<file path="config.mk">
export PLATFORM = sky130hd
export DESIGN_NAME = fault_config_irq_enable_regs
export DESIGN_NICKNAME = d
export VERILOG_FILES = /design/src/shared/fault_cfg_pkg.sv /design/src/logic/irq_enable_field.sv /design/src/logic/fault_config_irq_enable_regs.sv
export SDC_FILE = /design/constraint.sdc
export NUM_CORES = 1
export LEC_CHECK = 0
export ABC_AREA = 0
export BUFFER_PORTS_ARGS = -buffer_cell sky130_fd_sc_hd__buf_2
export CORE_MARGIN = 3
export CORE_UTILIZATION = 45
export DETAILED_ROUTE_END_ITERATION = 8
export PLACE_DENSITY = 0.77
export SLEW_MARGIN = 40
export SYNTH_ARGS = -nofsm -noshare
export SYNTH_HDL_FRONTEND = slang
export SYNTH_SLANG_ARGS = --single-unit
</file>
<file path="constraint.sdc">
create_clock -name pclk -period 2 [get_ports pclk]
set_input_delay 0.1 -clock pclk [delete_from_list [all_inputs] [get_ports pclk]]
set_output_delay 0.1 -clock pclk [all_outputs]
set_load 0.01 [all_outputs]
</file>
<file path="src/shared/fault_cfg_pkg.sv">
package fault_cfg_pkg;

	localparam logic [11:0] addr_fault_detect_config = 12'h006;
	localparam logic [11:0] addr_supply_fault_irq_enables = 12'h008;
	localparam logic [11:0] addr_irq_status = 12'h00c;
	localparam logic [11:0] addr_irq_mask = 12'h010;
	localparam logic [11:0] addr_fault_raw = 12'h014;

	localparam logic [15:0] fault_detect_config_rst = 16'h0100;
	localparam logic [15:0] supply_fault_irq_enables_rst = 16'h2aaa;
	localparam logic [15:0] fault_detect_config_rw_mask = 16'h01ff;
	localparam int ground_short_detect_enable_pos = 8;
	localparam int string_disable_lsb = 0;
	localparam int num_strings = 4;

	localparam int num_supply = 7;
	localparam logic [6:0] irq_enable_rst = 7'h7f;
	localparam logic [6:0] irq_mask_rst = 7'h00;

	// Enable field low bit positions, index order matches supply_faults_t.
	localparam int missing_sync_pos = 12;
	localparam int pump_fault_pos = 10;
	localparam int pump_capacitor_missing_pos = 8;
	localparam int input_overcurrent_pos = 6;
	localparam int core_supply_undervoltage_pos = 4;
	localparam int input_overvoltage_pos = 2;
	localparam int input_undervoltage_pos = 0;

	localparam logic [1:0] field_read_disabled = 2'h0;
	localparam logic [1:0] field_read_enabled = 2'h2;
	localparam logic [1:0] field_write_disable = 2'h1;
	localparam logic [1:0] field_write_enable = 2'h3;

	typedef struct packed {
		logic missing_sync;
		logic pump_fault;
		logic pump_capacitor_missing;
		logic input_overcurrent;
		logic core_supply_undervoltage;
		logic input_overvoltage;
		logic input_undervoltage;
	} supply_faults_t;

	typedef struct packed {
		logic ground_short_detect_enable;
		logic [3:0] string_internal_short_disable;
	} led_detect_ctrl_t;

	function automatic int field_pos(input int idx);
		case (idx)
			6: field_pos = missing_sync_pos;
			5: field_pos = pump_fault_pos;
			4: field_pos = pump_capacitor_missing_pos;
			3: field_pos = input_overcurrent_pos;
			2: field_pos = core_supply_undervoltage_pos;
			1: field_pos = input_overvoltage_pos;
			default: field_pos = input_undervoltage_pos;
		endcase
	endfunction : field_pos

endpackage : fault_cfg_pkg

</file>
<file path="src/logic/irq_enable_field.sv">
`timescale 1ns/1ps
module irq_enable_field
(
	input wire logic pclk,
	input wire logic presetn,
	input wire logic wr,
	input wire logic [1:0] wdata,
	output logic enabled
);
	import fault_cfg_pkg::*;

	logic en_r;
	logic en_nxt;

	always_comb
	begin
		en_nxt = en_r;
		// Lower bit acts as strobe, so 0h and 2h leave the state alone.
		if (wr && wdata == field_write_disable)
			en_nxt = 1'b0;
		else if (wr && wdata == field_write_enable)
			en_nxt = 1'b1;
	end

	always_ff @(posedge pclk or negedge presetn)
	begin
		if (!presetn)
			en_r <= 1'b1;
		else
			en_r <= en_nxt;
	end

	assign enabled = en_r;
endmodule : irq_enable_field

</file>
<file path="src/logic/fault_config_irq_enable_regs.sv">
// The APB slave port was chosen for this implementation.
`timescale 1ns/1ps
// Notes on behaviour
// - Ground-short detection runs in soft-start and normal stage only while bit 8 is 1, which it is after reset.
// - Bits 3..0 each suppress the internal-short fault of strings four..one when 1, and reset to 0.
// - A supply interrupt enable field reads 0h when disabled and 2h when enabled.
// - Writing 1h to a supply enable field disables it and writing 3h enables it.
// - The missing boost sync enable sits in bits 13..12 and resets enabled.
// - The charge pump fault enable sits in bits 11..10 and resets enabled.
// - The missing pump capacitor enable sits in bits 9..8 and resets enabled.
// - Input over-current, over-voltage and under-voltage enables sit in bits 7..6, 3..2 and 1..0, all reset enabled.
// - The core supply under-voltage enable sits in bits 5..4 and resets enabled.
// - Bits 15..14 of the supply enable register are reserved and read zero.
module fault_config_irq_enable_regs
(
	input wire logic pclk,
	input wire logic presetn,
	input wire logic psel,
	input wire logic penable,
	input wire logic pwrite,
	input wire logic [11:0] paddr,
	input wire logic [31:0] pwdata,
	input wire logic [3:0] pstrb,
	input wire fault_cfg_pkg::supply_faults_t supply_fault_in,
	input wire logic [1:0] led_stage,
	output logic [31:0] prdata,
	output logic pready,
	output logic pslverr,
	output fault_cfg_pkg::led_detect_ctrl_t led_detect_ctrl,
	output logic ground_short_detect_active,
	output logic irq
);
	import fault_cfg_pkg::*;

	// led_stage: 0 idle, 1 boost soft-start, 2 normal, 3 other.
	typedef enum logic [1:0] {
		st_idle = 2'b00,
		st_soft_start = 2'b01,
		st_normal = 2'b10,
		st_other = 2'b11
	} led_stage_t;

	logic [15:0] cfg_r;
	logic [15:0] cfg_nxt;
	logic [6:0] status_r;
	logic [6:0] status_nxt;
	logic [6:0] mask_r;
	logic [6:0] mask_nxt;
	logic [31:0] prdata_nxt;
	logic pready_r;
	logic pready_nxt;
	logic pslverr_nxt;
	logic irq_nxt;
	logic gsd_nxt;
	led_detect_ctrl_t ctrl_nxt;
	logic [6:0] field_en;
	logic [6:0] field_wr;
	logic [15:0] supply_rd;
	logic setup;
	logic wr_cfg;
	logic wr_sup;
	logic wr_mask;
	logic rd_status;
	logic mapped;
	led_stage_t stage;

	assign stage = led_stage_t'(led_stage);
	// Access is taken in the setup cycle and answered one cycle later with pready.
	assign setup = psel && !penable;
	assign mapped = paddr == addr_fault_detect_config || paddr == addr_supply_fault_irq_enables
		|| paddr == addr_irq_status || paddr == addr_irq_mask || paddr == addr_fault_raw;
	assign wr_cfg = setup && pwrite && paddr == addr_fault_detect_config;
	assign wr_sup = setup && pwrite && paddr == addr_supply_fault_irq_enables;
	assign wr_mask = setup && pwrite && paddr == addr_irq_mask;
	assign rd_status = setup && !pwrite && paddr == addr_irq_status;

	genvar gi;
	generate
		for (gi = 0; gi < num_supply; gi++)
		begin : g_field
			localparam int pos = field_pos(gi);
			// A field is written only when its byte lane is strobed.
			assign field_wr[gi] = wr_sup && pstrb[pos / 8];
			irq_enable_field u_field
			(
				.pclk(pclk),
				.presetn(presetn),
				.wr(field_wr[gi]),
				.wdata(pwdata[pos +: 2]),
				.enabled(field_en[gi])
			);
		end
	endgenerate

	always_comb
	begin
		supply_rd = 16'h0000;
		for (int i = 0; i < num_supply; i++)
			supply_rd[field_pos(i) +: 2] = field_en[i] ? field_read_enabled : field_read_disabled;
	end

	always_comb
	begin
		cfg_nxt = cfg_r;
		if (wr_cfg)
		begin
			// Reserved bits 7..4 are kept as written; software should leave them zero.
			if (pstrb[0])
				cfg_nxt[7:0] = pwdata[7:0];
			if (pstrb[1])
				cfg_nxt[15:8] = pwdata[15:8] & fault_detect_config_rw_mask[15:8];
		end
		mask_nxt = mask_r;
		if (wr_mask && pstrb[0])
			mask_nxt = pwdata[6:0];
		// A fault arriving during the clearing read wins over the clear.
		status_nxt = (rd_status ? 7'h00 : status_r) | (supply_fault_in & field_en);
		irq_nxt = |(status_nxt & ~mask_nxt);
		ctrl_nxt.ground_short_detect_enable = cfg_nxt[ground_short_detect_enable_pos];
		ctrl_nxt.string_internal_short_disable = cfg_nxt[string_disable_lsb +: num_strings];
		gsd_nxt = ctrl_nxt.ground_short_detect_enable && (stage == st_soft_start || stage == st_normal);
		pready_nxt = setup;
		pslverr_nxt = setup && !mapped;
		prdata_nxt = 32'h0000_0000;
		if (setup && !pwrite)
		begin
			unique case (paddr)
				addr_fault_detect_config: prdata_nxt = {16'h0000, cfg_r};
				addr_supply_fault_irq_enables: prdata_nxt = {16'h0000, supply_rd};
				addr_irq_status: prdata_nxt = {25'h0000000, status_r};
				addr_irq_mask: prdata_nxt = {25'h0000000, mask_r};
				addr_fault_raw: prdata_nxt = {25'h0000000, supply_fault_in};
				default: prdata_nxt = 32'h0000_0000;
			endcase
		end
	end

	always_ff @(posedge pclk or negedge presetn)
	begin
		if (!presetn)
		begin
			cfg_r <= fault_detect_config_rst;
			status_r <= 7'h00;
			mask_r <= irq_mask_rst;
			prdata <= 32'h0000_0000;
			pready_r <= 1'b0;
			pslverr <= 1'b0;
			irq <= 1'b0;
			led_detect_ctrl <= '{ground_short_detect_enable: 1'b1, string_internal_short_disable: 4'h0};
			ground_short_detect_active <= 1'b0;
		end
		else
		begin
			cfg_r <= cfg_nxt;
			status_r <= status_nxt;
			mask_r <= mask_nxt;
			prdata <= prdata_nxt;
			pready_r <= pready_nxt;
			pslverr <= pslverr_nxt;
			irq <= irq_nxt;
			led_detect_ctrl <= ctrl_nxt;
			ground_short_detect_active <= gsd_nxt;
		end
	end

	assign pready = pready_r;
endmodule : fault_config_irq_enable_regs

</file>
==> reports/results.env <==
DIODES=0
ROUTED_WIRELENGTH_MICRONS=5026
POWER.IR.VDD_WORST_mV=0.3300
REPORT.FINAL.HOLD_VIOL_COUNT=0
WORSTSETUPSTARTPOINTTYPE='input port'
MOSTFREQUENTLAYOUTCELLS='sky130_fd_sc_hd__buf_2 (62), sky130_fd_sc_hd__dfrtp_1 (38), sky130_fd_sc_hd__conb_1 (20)'
UNREPAIRED_SETUP_ENDPOINTS_AFTER_GLOBAL_ROUTING='false'
VIASPERCELL=5.171
SYN_INST=184
DIE_H_MICRONS=76.29
LAYOUT.NETS=323
SETUP.WORST_PATH.END_CLASS='register'
FMAX_MHz=517.9
CTS-ROOT-BUF='sky130_fd_sc_hd__clkbuf_8'
GP_CONGESTION=0.8388
NUMBER_OF_DISTINCT_LIBRARY_CELLS_AFTER_SYNTHESIS=36
DPL.HPWL_MICRONS=3786
WORST_SKEW_PAIR.LATE_LATENCY_PS=290
CRITICAL_PATH_CLASS='input port to register'
CELL_AREA_SYNTH_SQ_UM=2223
LEAK_PWR_uW=0.001477
FINAL_CELL_AREA_SQ_UM=2731
GRT-OVFL-TOTAL=0
CRIT_REQUIRED_PS=2230
RESIDUAL_DRC_COUNT=0
FIRST_GLOBAL_VIAS=1688
DESIGN.DIE.AREA_SQ_UM=5820
CAP_VIOL_MAX_COUNT=0
FIN_SETUP_TNS_PS=0
POWER_DENSITY_nW_PER_UM2=589.3
CRITICAL_PATH.MAX_FANOUT=7
DR.PASS1.ITERS=4
SYNTH-ASYNC-RESET-RATIO_PCT=100.0
TIMING.HOLD.WORST.CLASS='input port to register'
NUM_IO_PINS=103
SETUP-VIOLATIONS-FINAL=0
FINALCRITICALPERIOD_PS=1931
START_UTIL_PCT=48.71
GRT_FIRST_PASS_WIRELENGTH_MICRONS=8155
MULTIINPUTGATEAREA_SQ_UM=894.6
NUMBER_OF_VIOLATIONS_REPORTED_AT_THE_END_OF_DETAILED_ROUTING_ITERATION_0=92
CTS_TREE='done'
PLACED_AREA_SQ_UM=2620
REPORT.FINAL.SLEW_VIOL_COUNT=0
ANTENNA_VIOLATING_NETS_POST_ROUTE=0
RUN_STATUS='completed'
WORST_EP_ARRIVAL_TIME_PS=2160
CLOCK_SINK_COUNT=46
EDFF_COUNT_SYNTH=0
YS_SEQ_AREA_SHARE_PCT=52.22
POSTCTSSETUPBUFFERS=0
CTS_BUFFERS=5
CTS_HTREE_LEVELS=2
SYNTHFLOPTYPE='sky130_fd_sc_hd__dfrtp_1'
ROUTED-VIA-COUNT=1691
LAYOUT.CELLS.MOST_COMMON='sky130_fd_sc_hd__buf_2'
PORT_BUFFERS=62
FILLCELLCOUNT=386
DIEWIDTH_MICRONS=76.29
POST_ROUTE_CELLS_DRIVE_ABOVE_1_SHARE_PCT=45.42
CORE.ROWCOUNT=24
YOSYSWARNINGCOUNT=0
CLOCK-SKEW-FINAL_PS=4.961
TRACK_USAGE_PCT=17.59
PATH_CLK_SLEW_PS=80
YOSYS_REGISTER_BITS=46
LAYOUT.AREA.SEQ_SQ_UM=1161
CTS.PATH.MAX_BUFFERS=2
DESIGN.CORE.AREA_SQ_UM=4564
LAYOUT-AREA-OVERHEAD-VS-SYNTH_PCT=22.85
FINALCRITPERIODSHARE_PCT=96.54
LARGEST_NET_DEGREE_AT_THE_START_OF_GLOBAL_ROUTING=47
POSTSYNTHAREAPERCELL_SQ_UM=12.08
ROUTED_WIRE_LENGTH_PER_INSTANCE_MICRONS=15.37
ANTENNA_VIOLATIONS_BEFORE_REPAIR=0
[per-stage QoR]
step | setup slack (ps) | hold slack, ps | power [uW] | util (%) | std cells
2_1_floorplan | 96.73 | -195.6 | 1017 | - | 203
3_3_place_gp | -52.87 | 93.80 | 1075 | 57.40 | 317
3_5_place_dp | -55.98 | 95.17 | 1078 | 57.40 | 317
4_1_cts | 17.21 | 37.64 | 1626 | 59.73 | 327
5_1_grt | 16.43 | 33.12 | 1687 | 59.84 | 327
6_report | 69.22 | 39.59 | 1610 | 59.84 | 327
[cells in the mapped netlist (3+ instances only)]
| cell | number | area [sq um] |
|---|---|---|
| sky130_fd_sc_hd__nand2_1 | 10 | 37.54 |
| sky130_fd_sc_hd__a21oi_1 | 5 | 25.02 |
| sky130_fd_sc_hd__inv_1 | 6 | 22.52 |
| sky130_fd_sc_hd__mux2i_1 | 6 | 60.06 |
| sky130_fd_sc_hd__dfrtp_1 | 38 | 950.9 |
| sky130_fd_sc_hd__buf_4 | 25 | 187.7 |
| sky130_fd_sc_hd__a22oi_1 | 17 | 127.6 |
| sky130_fd_sc_hd__or4_4 | 3 | 33.78 |
| sky130_fd_sc_hd__mux2_2 | 16 | 180.2 |
| sky130_fd_sc_hd__and3_1 | 4 | 25.02 |
| sky130_fd_sc_hd__clkbuf_1 | 6 | 22.52 |
| sky130_fd_sc_hd__a22o_1 | 7 | 61.31 |
| sky130_fd_sc_hd__dfstp_2 | 8 | 210.2 |
| sky130_fd_sc_hd__nor2b_1 | 3 | 18.77 |
[worst max-delay path, stage by stage]
cell	delay (ps)
sky130_fd_sc_hd__dlygate4sd3_1	530
sky130_fd_sc_hd__buf_2	150
sky130_fd_sc_hd__nand4b_1	240
sky130_fd_sc_hd__or4_4	560
sky130_fd_sc_hd__mux2_4	340
sky130_fd_sc_hd__nor2b_1	120
sky130_fd_sc_hd__nand4b_1	120
[flip-flops by register name (all words and copies together) (netlist names)]
register	cells
prdata	12
g_field.u_field.enabled	7
mask_r	7
status_r	7
cfg_r	6
led_detect_ctrl	3
ground_short_detect_active	1
irq	1
pready	1
pslverr	1
[layer usage]
layer	track usage (%)	share of wire (%)
met1	21.76	41
met5	0	0
met3	2.955	7.7
met2	30.76	50
met4	6.522	1.1
[power breakdown]
part / total, uW / internal [uW] / switching [uW]
Sequential: 935 / 934 / 1.31
Clock: 546 / 247 / 299
Combinational: 129 / 54.4 / 74.8
Total: 1610 / 1230 / 375
[cell type report]
cell class,count,area share [%]
Clock buffer,6,2.657
Clock inverter,2,0.5039
Inverter,6,0.8246
Multi-Input combinational cell,119,32.75
Sequential cell,46,42.51
Tap cell,65,2.978
Timing Repair Buffer,83,17.77
[final timing paths]
path	cells past startpoint	start	slack, ps	to
max in group asynchronous	3	presetn	1410	cfg_r[8]
min in group asynchronous	3	presetn	300	prdata[0]
setup / recovery	7	penable	70	irq
hold / removal	2	pwdata[13]	40	g_field[6].u_field.enabled
setup reg to reg	3	status_r[5]	940	irq
hold reg to reg	2	mask_r[1]	530	mask_r[1]
[cell families after synthesis]
group | after synthesis | synth area share (%)
AND/OR/NAND/NOR | 41 | 13.39
AO/OA/AOI/OAI | 33 | 10.97
XOR/XNOR | 2 | 0.7880
other | 1 | 0.1687
flip-flops | 46 | 52.22
multiplexers | 23 | 11.48
buffers and inverters | 38 | 10.97
[repair_timing]
item	CTS	global route
hold buffers	2	0
setup endpoints to repair	0	1
gates resized for setup	0	1
hold endpoints to repair	39	0
(Power assumes the default switching activity.)
